## config.mk

```make
export PLATFORM = sky130hd
export DESIGN_NAME = sipo_latch
export DESIGN_NICKNAME = d
export VERILOG_FILES = /design/src/sipo_latch_pkg.sv /design/src/pin_sync.sv /design/src/sipo_latch.sv
export SDC_FILE = /design/constraint.sdc
export NUM_CORES = 1
export LEC_CHECK = 0
export ABC_AREA = 1
export ABC_CLOCK_PERIOD_IN_PS = 1900
export BUFFER_PORTS_ARGS = -buffer_cell sky130_fd_sc_hd__buf_2
export CAP_MARGIN = 20
export CORE_ASPECT_RATIO = 1.25
export CORE_MARGIN = 3
export CORE_UTILIZATION = 50
export DETAILED_ROUTE_END_ITERATION = 7
export PLACE_DENSITY_LB_ADDON = 0.2
export SETUP_SLACK_MARGIN = 0.5
export SLEW_MARGIN = 20
export SYNTH_ARGS = -nofsm -noshare
export SYNTH_HDL_FRONTEND = slang
export SYNTH_SLANG_ARGS = --single-unit
```

## constraint.sdc

```tcl
create_clock -name i_core_clk -period 1.9 [get_ports i_core_clk]
set_clock_uncertainty 0.05 [all_clocks]
set_input_delay 0 -clock i_core_clk [delete_from_list [all_inputs] [get_ports i_core_clk]]
set_output_delay 0 -clock i_core_clk [all_outputs]
set_load 0.005 [all_outputs]
```

## src/sipo_latch_pkg.sv

```systemverilog
// shared constants and carrier type for the serial-in parallel-out latch
package sipo_latch_pkg;
   localparam int unsigned WIDTH = 8;
   localparam int unsigned LAST_STAGE = 7;
   localparam logic [7:0] STAGES_RESET = 8'h00;
   localparam logic [7:0] STORE_RESET = 8'h00;
   localparam logic [7:0] OE_DRIVE = 8'h00;
   localparam logic [7:0] OE_RELEASE = 8'hFF;
   localparam logic [2:0] SYNC_RESET = 3'h0;
   // pin idle levels: clocks low, clear and enable inactive high
   localparam logic [4:0] PIN_IDLE = 5'h03;

   typedef struct packed {
      logic serial_in;
      logic shift_clock;
      logic store_clock;
      logic shift_clear_n;
      logic out_enable_n;
   } ctrl_pins_t;
endpackage
```

## src/pin_sync.sv

```systemverilog
// three-stage pin synchroniser with agreement filter
`timescale 1ns/100ps
`default_nettype none
module pin_sync
#(
   parameter logic INIT_LEVEL = 1'b0
)
(
   // clock and reset
   input wire logic i_core_clk,
   input wire logic i_rst_n,
   // pin side
   input wire logic i_pin,
   // filtered level
   output logic o_level
);
   logic [2:0] sync_reg;
   logic [2:0] sync_next;
   logic level_reg;
   logic level_next;

   always_comb
   begin
      sync_next = {sync_reg[1:0], i_pin};
      level_next = level_reg;
      // later stages agree
      if (sync_reg[1] == sync_reg[2])
      begin
         level_next = sync_reg[2];
      end
   end

   always_ff @(posedge i_core_clk or negedge i_rst_n)
   begin
      if (!i_rst_n)
      begin
         sync_reg <= {3{INIT_LEVEL}};
         level_reg <= INIT_LEVEL;
      end
      else
      begin
         sync_reg <= sync_next;
         level_reg <= level_next;
      end
   end

   assign o_level = level_reg;
endmodule
`default_nettype wire

```

## src/sipo_latch.sv

```systemverilog
// serial-in shift register feeding a three-state storage register
`timescale 1ns/100ps
`default_nettype none
module sipo_latch
(
   // clock and reset
   input wire logic i_core_clk,
   input wire logic i_reset_n,
   // controller pins
   input wire sipo_latch_pkg::ctrl_pins_t i_pins,
   // parallel outputs, data and enable per pin
   output logic [7:0] o_par_out,
   output logic [7:0] o_par_out_oe_n,
   // cascade output
   output logic o_cascade_out
);
   import sipo_latch_pkg::*;

   logic [1:0] rst_sync_reg;
   logic rst_n;
   logic [4:0] pin_raw;
   logic [4:0] pin_lvl;
   logic serial_lvl;
   logic shift_lvl;
   logic store_lvl;
   logic clear_n_lvl;
   logic oe_n_lvl;
   logic shift_prev_reg;
   logic shift_prev_next;
   logic store_prev_reg;
   logic store_prev_next;
   logic [7:0] stages_reg;
   logic [7:0] stages_next;
   logic [7:0] store_reg;
   logic [7:0] store_next;
   logic [7:0] par_out_reg;
   logic [7:0] par_out_next;
   logic [7:0] oe_n_reg;
   logic [7:0] oe_n_next;
   logic cascade_reg;
   logic cascade_next;
   logic shift_rise;
   logic store_rise;

   // reset release
   always_ff @(posedge i_core_clk or negedge i_reset_n)
   begin
      if (!i_reset_n)
      begin
         rst_sync_reg <= 2'h0;
      end
      else
      begin
         rst_sync_reg <= {rst_sync_reg[0], 1'b1};
      end
   end
   assign rst_n = rst_sync_reg[1];

   assign pin_raw = i_pins;

   genvar g;
   generate
      for (g = 0; g < 5; g++)
      begin : g_sync
         // start at idle level, no false clear or enable
         pin_sync #(.INIT_LEVEL(PIN_IDLE[g])) u_sync
         (
            .i_core_clk(i_core_clk),
            .i_rst_n(rst_n),
            .i_pin(pin_raw[g]),
            .o_level(pin_lvl[g])
         );
      end
   endgenerate

   assign oe_n_lvl = pin_lvl[0];
   assign clear_n_lvl = pin_lvl[1];
   assign store_lvl = pin_lvl[2];
   assign shift_lvl = pin_lvl[3];
   assign serial_lvl = pin_lvl[4];

   assign shift_rise = shift_lvl & ~shift_prev_reg;
   assign store_rise = store_lvl & ~store_prev_reg;

   always_comb
   begin
      shift_prev_next = shift_lvl;
      store_prev_next = store_lvl;
      stages_next = stages_reg;
      store_next = store_reg;
      if (!clear_n_lvl)
      begin
         stages_next = STAGES_RESET;
      end
      else if (shift_rise)
      begin
         stages_next = {stages_reg[LAST_STAGE - 1:0], serial_lvl};
      end
      if (store_rise)
      begin
         store_next = stages_reg;
      end
      par_out_next = store_next;
      oe_n_next = oe_n_lvl ? OE_RELEASE : OE_DRIVE;
      cascade_next = stages_next[LAST_STAGE];
   end

   always_ff @(posedge i_core_clk or negedge rst_n)
   begin
      if (!rst_n)
      begin
         shift_prev_reg <= 1'b0;
         store_prev_reg <= 1'b0;
         stages_reg <= STAGES_RESET;
         store_reg <= STORE_RESET;
         par_out_reg <= STORE_RESET;
         oe_n_reg <= OE_RELEASE;
         cascade_reg <= 1'b0;
      end
      else
      begin
         shift_prev_reg <= shift_prev_next;
         store_prev_reg <= store_prev_next;
         stages_reg <= stages_next;
         store_reg <= store_next;
         par_out_reg <= par_out_next;
         oe_n_reg <= oe_n_next;
         cascade_reg <= cascade_next;
      end
   end

   assign o_par_out = par_out_reg;
   assign o_par_out_oe_n = oe_n_reg;
   assign o_cascade_out = cascade_reg;

   property p_shift;
      @(posedge i_core_clk) disable iff (!rst_n)
      (shift_rise && clear_n_lvl) |=> stages_reg == {$past(stages_reg[6:0]), $past(serial_lvl)};
   endproperty
   a_shift: assert property (p_shift) else $error("shift wrong");

   property p_clear;
      @(posedge i_core_clk) disable iff (!rst_n)
      !clear_n_lvl |=> stages_reg == 8'h00 && o_cascade_out == 1'b0;
   endproperty
   a_clear: assert property (p_clear) else $error("clear failed");

   property p_store;
      @(posedge i_core_clk) disable iff (!rst_n)
      store_rise |=> store_reg == $past(stages_reg);
   endproperty
   a_store: assert property (p_store) else $error("store wrong");

   property p_hold;
      @(posedge i_core_clk) disable iff (!rst_n)
      !store_rise |=> $stable(store_reg);
   endproperty
   a_hold: assert property (p_hold) else $error("storage moved");

   property p_no_fall;
      @(posedge i_core_clk) disable iff (!rst_n)
      (clear_n_lvl && !shift_rise) |=> $stable(stages_reg);
   endproperty
   a_no_fall: assert property (p_no_fall) else $error("shift without edge");

   property p_disable;
      @(posedge i_core_clk) disable iff (!rst_n)
      oe_n_lvl |=> o_par_out_oe_n == 8'hFF;
   endproperty
   a_disable: assert property (p_disable) else $error("outputs not released");

   property p_enable;
      @(posedge i_core_clk) disable iff (!rst_n)
      !oe_n_lvl |=> o_par_out_oe_n == 8'h00 && o_par_out == store_reg;
   endproperty
   a_enable: assert property (p_enable) else $error("outputs not driven");

   property p_tied;
      @(posedge i_core_clk) disable iff (!rst_n)
      (shift_rise && store_rise && clear_n_lvl) |=>
         store_reg == $past(stages_reg) &&
         stages_reg == {$past(stages_reg[6:0]), $past(serial_lvl)};
   endproperty
   a_tied: assert property (p_tied) else $error("storage not lagging");

   property p_cascade;
      @(posedge i_core_clk) disable iff (!rst_n)
      1'b1 |=> o_cascade_out == stages_reg[7];
   endproperty
   a_cascade: assert property (p_cascade) else $error("cascade mismatch");

   c_shift: cover property (@(posedge i_core_clk) disable iff (!rst_n) shift_rise && clear_n_lvl);
   c_store: cover property (@(posedge i_core_clk) disable iff (!rst_n) store_rise);
   c_tied: cover property (@(posedge i_core_clk) disable iff (!rst_n) shift_rise && store_rise);
   c_clear: cover property (@(posedge i_core_clk) disable iff (!rst_n) !clear_n_lvl);
endmodule
`default_nettype wire

```

==> flow_metrics.tcl, run 1 <==
set metrics [dict create \
    drt_iter0_drc 11 \
    nets 171 \
    period_needed_ns 1.09 \
    path_buf_inv 1 \
    cts_resized 0 \
    status "completed" \
    p_sw_share_pct 23.0 \
    cp_top_family "flip-flops" \
    finalHoldViolCount 0 \
    ant_nets 0 \
    critPathMaxStageDelay_ns 0.58 \
    overflow 0 \
    endpoint_kind "output port" \
    syn_nets 141 \
    syn_inst 134 \
    crit_slowest_cell "dfstp_2" \
    p_switching_w 0.000355 \
    async_reset_ff_share_pct 100 \
    nFillCells 238 \
    leakage_nw 0.953 \
    p_clk_share_pct 30.3 \
    grt_pass1_vias 840 \
    setup_viol 0 \
    post_cts_buffers 0 \
    seqCellArea_sq_mm 0.00104 \
    wl_um 2060 \
    crit_chain "buf_2" \
    root_buffer "clkbuf_4" \
    arrival_ns 1.04 \
    firstDrtPassIters 4 \
    timing.hold.ws_ns 0.155 \
    cp.depth 1 \
    antennaDiodeCount 0 \
    min_path_type "flip-flop to async pin" \
    drive_above_1_share_pct 29.1 \
    area_growth_pct 16.8 \
    slew_violations 0 \
    synth_edf_count 0 \
    power.density_mw_per_mm2 906 \
    grt_max_degree 26 \
    dp_hpwl_um 1460 \
    grt_pass1_wl_um 3530 \
    p_seq_share_pct 62.6 \
    pwr-share-comb_pct 7.1 \
    gp_congestion 0.704 \
    fp-row-count 21 \
    gr-usage-all-layers_pct 14.3 \
    synth_top_area_share_pct 54.9 \
    die_h_um 66.4 \
    cts_tree "yes" \
    multi_input_area_sq_um 315 \
    post_synth_instance_area_sq_mm 0.00146 \
    clock_latency_ns 0.33 \
    peakVddDrop_uv 708 \
    seq_area_frac_synth_pct 71.2 \
    synth-seq-cells 41 \
    cp_max_fo 8 \
    io-pin-count 24 \
    yosysMostFrequentCell "nand2_1" \
    largest_reg_flops 15 \
    r2r_cells 4 \
    instances_no_fill 199 \
    route.vias.total 906 \
    fin_setup_tns_ns 0 \
    start_util_pct 53.3 \
    cts_max_level 2 \
    cts.reportedPaths.clkPinSlew_ns 0.11 \
    synthFlopType "dfrtp_1" \
    internal-power_w 0.00119 \
    port_buffers 23 \
    cts_buffer_depth 2 \
    post-route-period-util_pct 57.4 \
    cts_buffers 5 \
    die-area_sq_mm 0.00360 \
    yosys.area.top_type "dfrtp_1" \
    antenna_found_initial 0 \
    startpoint_type "flip-flop" \
    yosys-top-cells-area "dfrtp_1 (55%), dfstp_2 (16%), nand2_1 (12%), buf_4 (4.6%), nand3_1 (3.1%)" \
    wire_per_inst_um 10.4 \
    rsz0062_at_grt "false" \
    utilization_pct 62.3 \
    cap_violations 0 \
    place_inst 184 \
    coreArea_sq_mm 0.00273 \
    synthTopCellsByCount "nand2_1 (46), dfrtp_1 (32)" \
    postSynthAreaPerCell_sq_um 10.9 \
    via_per_inst 4.55 \
    die_w_um 54.3 \
    fmax_ghz 0.917 \
    cp.required_ns 1.85 \
    clock-sinks 41 \
    ys_warn_count 0 \
    yosysUniqueCellTypes 14 \
    criticalPathCategory "flip-flop to output port" \
    post-route-drc-count 0 \
]
[path summary, 6_finish.rpt]
path	slack [ns]	from	to
min in group i_core_clk	0.25	i_pins[0]	g_sync[0].u_sync.sync_reg[0]
worst max register to register	0.89	g_sync[1].u_sync.o_level	o_cascade_out
worst min register to register	0.15	rst_sync_reg[1]	o_par_out[0]
worst min-delay path	0.15	rst_sync_reg[1]	o_par_out[0]
worst max-delay path	0.81	o_par_out_oe_n[6]	o_par_out_oe_n[4]
max in group asynchronous	1.23	i_reset_n	rst_sync_reg[0]
[layout by cell type (no fill, tap or decap)]
| cell | Yosys | routed |
|---|---|---|
| nand3_1 | 9 | 9 |
| clkbuf_4 | 0 | 5 |
| inv_1 | 7 | 7 |
| inv_2 | 3 | 3 |
| dfrtp_1 | 32 | 32 |
| nand2_2 | 1 | 1 |
| nor2_1 | 9 | 9 |
| conb_1 | 1 | 1 |
| clkbuf_8 | 0 | 2 |
| nand2_1 | 46 | 46 |
| nor2_4 | 1 | 1 |
| nand2_4 | 1 | 1 |
| buf_2 | 0 | 23 |
| clkinv_2 | 0 | 1 |
| a21oi_1 | 5 | 5 |
| dfstp_2 | 9 | 9 |
| buf_4 | 9 | 2 |
| dlygate4sd3_1 | 0 | 7 |
| nand4_1 | 1 | 1 |
[kinds of logic (layout without fill, tap and decap cells)]
| logic type | after synthesis | after routing | share of synthesized area, % |
|---|---|---|---|
| AOI/OAI and AO/OA | 5 | 5 | 1.72 |
| buffers and inverters | 19 | 50 | 7.21 |
| DFF | 41 | 41 | 71.2 |
| other | 1 | 1 | 0.257 |
| and+or+nand+nor | 68 | 68 | 19.7 |
[power by group through the flow]
stage	Clock [W]	Combinational (W)	Sequential, W
after floorplan	0	0.0000849	0.000975
after global placement	0	0.0000993	0.000979
after detailed placement	0	0.000103	0.000983
after CTS	0.000492	0.000113	0.000967
after global routing	0.000531	0.000128	0.000973
final	0.000467	0.000110	0.000965
[what timing repair did]
action / 4_1_cts / 5_1_grt
hold buffers: 7 / 0
endpoints found under the setup margin: 0 / 0
hold endpoints to repair: 7 / 0
[layer usage]
metal | up-vias | GRT usage [%] | wire length [um]
met2 | 25 | 22.2 | 1000
met3 | 5 | 6.77 | 130
met5 | - | 0 | 0
li1 | 466 | - | -
met1 | 410 | 15.9 | 879
met4 | 0 | 7.48 | 51
[stage by stage]
stage,worst slack [ns],total power (W),cell area (sq um)
6_report,0.810,0.00154,1700
5_1_grt,0.734,0.00163,1700
4_1_cts,0.769,0.00157,1700
3_5_place_dp,0.903,0.00109,1560
3_3_place_gp,0.926,0.00108,1560
2_1_floorplan,0.640,0.00106,1460
[layout make-up]
type / instances / area share (%)
Sequential cell: 41 / 60.9
Multi-Input combinational cell: 74 / 18.5
Timing Repair Buffer: 32 / 11.8
Clock buffer: 7 / 3.82
Tap cell: 34 / 2.50
Inverter: 10 / 2.20
Clock inverter: 1 / 0.294
Note: power is estimated with default switching activity, not from simulation.
==> run 2, diff against run 1 <==
ABC_CLOCK_PERIOD_IN_PS = 1000   (was 1900)
CORE_UTILIZATION = 48   (was 50)
clock period = 1 ns   (was 1.9 ns; I/O delays follow)
==> run 2 against run 1 <==
Effect of this change: the run now ends with negative hold slack, negative setup slack left; non-clock buffer count is 19 higher; flip-flop and latch count unchanged; largest cell class unchanged; worst hold slack got worse by 0.26 ns; total power is 110% higher; register-to-register slack worse by 0.95 ns; critical endpoint unchanged.
==> flow_metrics.tcl, run 2 (synthesis gave the netlist of run 1 again) <==
set metrics [dict create \
    cts_buffer_depth 2 \
    status "complete, but fails checks" \
    ant_nets 0 \
    p_seq_share_pct 57.2 \
    post-route-drc-count 0 \
    drt_iter0_drc 32 \
    start_util_pct 52.3 \
    root_buffer "clkbuf_4" \
    fmax_ghz 0.904 \
    utilization_pct 77.6 \
    nets 191 \
    power.density_mw_per_mm2 1490 \
    r2r_cells 5 \
    final_cell_mix "dfrtp_1 (29), buf_2 (23), nand2_1 (21)" \
    cp_max_fo 8 \
    die-area_sq_mm 0.00374 \
    critPathLaunch "o_par_out_oe_n[6]" \
    pwr-share-comb_pct 14.3 \
    peakVddDrop_uv 1370 \
    critPathMaxStageDelay_ns 0.59 \
    finalWorstSetupSlack_ns -0.106 \
    dp_hpwl_um 1480 \
    gp_congestion 0.820 \
    cts.reportedPaths.clkPinSlew_ns 0.12 \
    ctsHoldBuffers 6 \
    gr-usage-all-layers_pct 16.1 \
    seqCellArea_sq_mm 0.00104 \
    wl_um 2910 \
    min_path_type "input port to async pin" \
    rsz0062_at_grt "true" \
    grt_max_degree 19 \
    die_h_um 67.6 \
    grt_pass1_wl_um 4310 \
    rr_startpoint "g_sync[1].u_sync.o_level" \
    cap_violations 0 \
    place_ws_ns -0.0221 \
    multi_input_area_sq_um 439 \
    timing.hold.ws_ns -0.108 \
    p_sw_share_pct 25.2 \
    slew_violations 0 \
    firstDrtPassIters 4 \
    p_clk_share_pct 28.5 \
    startpoint_type "flip-flop" \
    r2r_setup_slack_ns -0.06 \
    route.vias.total 1063 \
    drive_above_1_share_pct 58.9 \
    via_per_inst 4.85 \
    endpoint_kind "output port" \
    arrival_ns 1.06 \
    grt_pass1_vias 959 \
    die_w_um 55.3 \
    p_switching_w 0.000810 \
    fin_setup_tns_ns -1.10 \
    overflow 0 \
    path_buf_inv 1 \
    finalPower_w 0.00322 \
    period_needed_ns 1.11 \
    post-route-period-util_pct 111 \
    coreArea_sq_mm 0.00279 \
    setup_viol 16 \
    r2r_end "stages_reg[1]" \
    cp.required_ns 0.95 \
    cp_top_family "flip-flops" \
    nFillCells 172 \
    clock_latency_ns 0.34 \
    cts_max_level 2 \
    internal-power_w 0.00241 \
    fp-row-count 21 \
    cts_buffers 5 \
    final_common_cell "dfrtp_1" \
    crit_chain "buf_2" \
    clock-sinks 41 \
    area_growth_pct 48.2 \
    wire_per_inst_um 13.3 \
    cts_tree "yes" \
    violations "negative hold slack, negative setup slack" \
    port_buffers 23 \
    io-pin-count 24 \
    antennaDiodeCount 0 \
    leakage_nw 1.16 \
    crit_slowest_cell "dfstp_2" \
    finalHoldViolCount 2 \
    criticalPathCategory "flip-flop to output port" \
    largest_reg_flops 15 \
    antenna_found_initial 0 \
]
==> run 2: power by group through the flow <==
stage          logic [W]  clock network [W]  registers (W)
2_1_floorplan   0.000186                  0        0.00186
3_3_place_gp    0.000180                  0        0.00188
3_5_place_dp    0.000184                  0        0.00188
4_1_cts         0.000383           0.000944        0.00183
5_1_grt         0.000497            0.00101        0.00185
6_report        0.000459           0.000918        0.00184
==> run 2: worst max-delay path by stage <==
| stage | to | slack [ns] | cells after the start |
|---|---|---|---|
| 2_1_floorplan | stages_reg[2] | 0.08 | 5 |
| 3_3_place_gp | o_par_out[3] | -0.002 | 3 |
| 3_5_place_dp | o_par_out[5] | -0.02 | 3 |
| 4_1_cts | o_par_out_oe_n[4] | -0.14 | 1 |
| 5_1_grt | o_par_out_oe_n[2] | -0.16 | 1 |
| 6_report | o_par_out_oe_n[4] | -0.11 | 1 |
==> run 2: routing by layer <==
layer	GRT usage (%)	wire length (um)	vias to the layer above
met4	9.42	95	0
met2	28.6	1660	30
met5	0	0	-
li1	-	-	507
met3	5.93	134	7
met1	16.4	1020	519
==> run 2: what timing repair did <==
| item | in CTS | in global routing |
|---|---|---|
| pin swaps | 8 | 10 |
| buffers inserted | 12 | 4 |
| setup endpoints to repair | 91 | 90 |
| endpoints found under the hold margin | 7 | 2 |
| cloned | 1 | 5 |
| resized for setup | 43 | 20 |
==> run 2: worst reg2reg max path: stages (launching register included) <==
cell and delay [ns]:
dfstp_2 0.59, buf_12 0.14, nand2_4 0.05, inv_4 0.06, nand2_2 0.05, nand2_1 0.07
==> run 2: through the flow <==
stage | area [sq um] | cells
2_1_floorplan | 1500 | 134
3_3_place_gp | 1580 | 183
3_5_place_dp | 1580 | 183
4_1_cts | 1960 | 210
5_1_grt | 2160 | 219
6_report | 2160 | 219
==> run 2: cell type report <==
type	instances	share of cell area, %
inverter	10	2.20
timing repair inverter	1	0.347
clock inverter	1	0.232
timing repair buffer	51	23.6
sequential	41	48.3
tap	34	1.97
multi-input combinational	74	20.3
clock buffer	7	3.01
==> run 3, diff against run 2 <==
CORE_UTILIZATION = 40   (was 48)
PLACE_DENSITY = 0.63   (was default)
PLACE_DENSITY_LB_ADDON = default   (was 0.2)
==> run 3 against run 2 <==
Effect of this change: the flow still finishes with violations (negative hold slack, negative setup slack); setup slack better by 0.047 ns; utilization fell by 11 points; sequential share of layout area shrank 1.2 points.
==> flow_metrics.tcl, run 3 (synthesis gave the netlist of run 1 again) <==
set metrics [dict create \
    cts_tree "yes" \
    drive_above_1_share_pct 58.0 \
    drt_iter0_drc 42 \
    arrival_ns 1.25 \
    place_inst 190 \
    die_h_um 73.5 \
    pwr-share-comb_pct 14.1 \
    grt_max_degree 14 \
    grt_pass1_vias 1093 \
    finalHoldViolCount 3 \
    post-route-drc-count 0 \
    overflow 0 \
    instances_no_fill 230 \
    cts.reportedPaths.clkPinSlew_ns 0.08 \
    antennaDiodeCount 0 \
    period_needed_ns 1.06 \
    crit_slowest_cell "dfstp_2" \
    clock_latency_ns 0.29 \
    post-route-period-util_pct 106 \
    r2r_setup_slack_ns -0.06 \
    finalPower_w 0.00335 \
    ctsHoldBuffers 6 \
    coreArea_sq_mm 0.00334 \
    die-area_sq_mm 0.00441 \
    slew_violations 0 \
    finalWorstSetupSlack_ns -0.0594 \
    gr-usage-all-layers_pct 14.5 \
    r2r_cells 5 \
    crit_chain "buf_8 > nand2_4 > inv_2 > nand2_2 > nand2_2" \
    p_seq_share_pct 54.8 \
    dp_hpwl_um 1610 \
    io-pin-count 24 \
    peakVddDrop_uv 1300 \
    cts_max_level 2 \
    route.vias.total 1060 \
    fmax_ghz 0.944 \
    min-delay-start "i_pins[2]" \
    grt_pass1_wl_um 4660 \
    fin_setup_tns_ns -0.633 \
    final_common_cell "nand2_1" \
    p_sw_share_pct 25.4 \
    internal-power_w 0.00250 \
    ant_nets 0 \
    root_buffer "clkbuf_8" \
    final_cell_mix "nand2_1 (33), dfrtp_1 (30), buf_2 (23)" \
    p_clk_share_pct 31.1 \
    nFillCells 246 \
    cts_buffer_depth 2 \
    cp_common_cell "nand2_2" \
    cp_max_fo 5 \
    nets 199 \
    r2r_end "stages_reg[3]" \
    power.density_mw_per_mm2 1510 \
    rsz0062_at_grt "true" \
    wl_um 2920 \
    wire_per_inst_um 12.7 \
    largest_reg_flops 15 \
    min_to "g_sync[2].u_sync.sync_reg[0]" \
    timing.hold.ws_ns -0.0605 \
    via_per_inst 4.61 \
    area_growth_pct 51.9 \
    startpoint_type "flip-flop" \
    min_path_type "input port to flip-flop" \
    antenna_found_initial 0 \
    clock-sinks 41 \
    cts_buffers 5 \
    place_ws_ns -0.0144 \
    fp-row-count 23 \
    rr_startpoint "g_sync[1].u_sync.o_level" \
    cap_violations 0 \
    port_buffers 23 \
    violations "negative hold slack, negative setup slack" \
    endpoint_kind "flip-flop" \
    gp_congestion 0.768 \
    start_util_pct 43.7 \
    firstDrtPassIters 4 \
    p_switching_w 0.000850 \
    die_w_um 60.0 \
    status "complete, but fails checks" \
    hold-path-cell-count 2 \
    cp.required_ns 1.19 \
    criticalPathCategory "flip-flop to flip-flop" \
    setup_viol 17 \
    critPathMaxStageDelay_ns 0.57 \
    leakage_nw 1.19 \
]
## run 3: area by class of cell
class                      instances  area, sq um  area share [%]
sequential                        41         1040            47.1
timing repair buffer              60          574            25.9
multi-input combinational         74          425            19.2
clock buffer                       5         68.8            3.11
tap                               37         46.3            2.09
inverter                          10         40.0            1.81
clock inverter                     3         17.5           0.791
## run 3: how the worst max path moves through the flow
stage | from | endpoint | slack (ns) | cells after the start
2_1_floorplan | g_sync[1].u_sync.o_level | stages_reg[2] | 0.08 | 5
3_3_place_gp | g_sync[1].u_sync.o_level | stages_reg[3] | 0.06 | 4
3_5_place_dp | g_sync[1].u_sync.o_level | stages_reg[4] | -0.01 | 4
4_1_cts | o_par_out_oe_n[6] | o_par_out_oe_n[3] | -0.06 | 1
5_1_grt | g_sync[1].u_sync.o_level | stages_reg[3] | -0.10 | 5
6_report | g_sync[1].u_sync.o_level | stages_reg[3] | -0.06 | 5
## run 3: worst max-delay path: cells and delay by family, from the launching register on
family	cells	cell delay, ns
and+or+nand+nor	3	0.17
buffers and inverters	2	0.20
DFF	1	0.57
## run 3: power groups by stage
stage               Sequential (W)  Combinational [W]  Clock, W
floorplan                  0.00186           0.000186         0
global placement           0.00186           0.000215         0
detailed placement         0.00187           0.000222         0
CTS                        0.00184           0.000430   0.00107
global route               0.00185           0.000515   0.00113
finish                     0.00184           0.000472   0.00104
## run 3: timing repair
item | CTS | global route
hold endpoints to repair | 7 | 3
gates resized for setup | 50 | 16
cloned | 3 | 0
pin swaps | 24 | 9
endpoints found under the setup margin | 80 | 80
setup buffers | 19 | 4
## run 3: layer usage
layer	up-vias	wire length (um)	global-route usage [%]
met2	33	1650	25.4
met3	8	149	3.87
met5	-	0	0
met1	503	1050	15.8
met4	0	71	7.14
li1	516	-	-
## run 3: through the flow
stage | util [%] | instance area [sq um] | hold slack [ns]
floorplan | - | 1500 | -0.346
global route | 66.3 | 2210 | -0.0500
global placement | 48.2 | 1610 | -0.265
detailed placement | 48.2 | 1610 | -0.262
finish | 66.3 | 2210 | -0.0605
CTS | 63.8 | 2130 | -0.0497
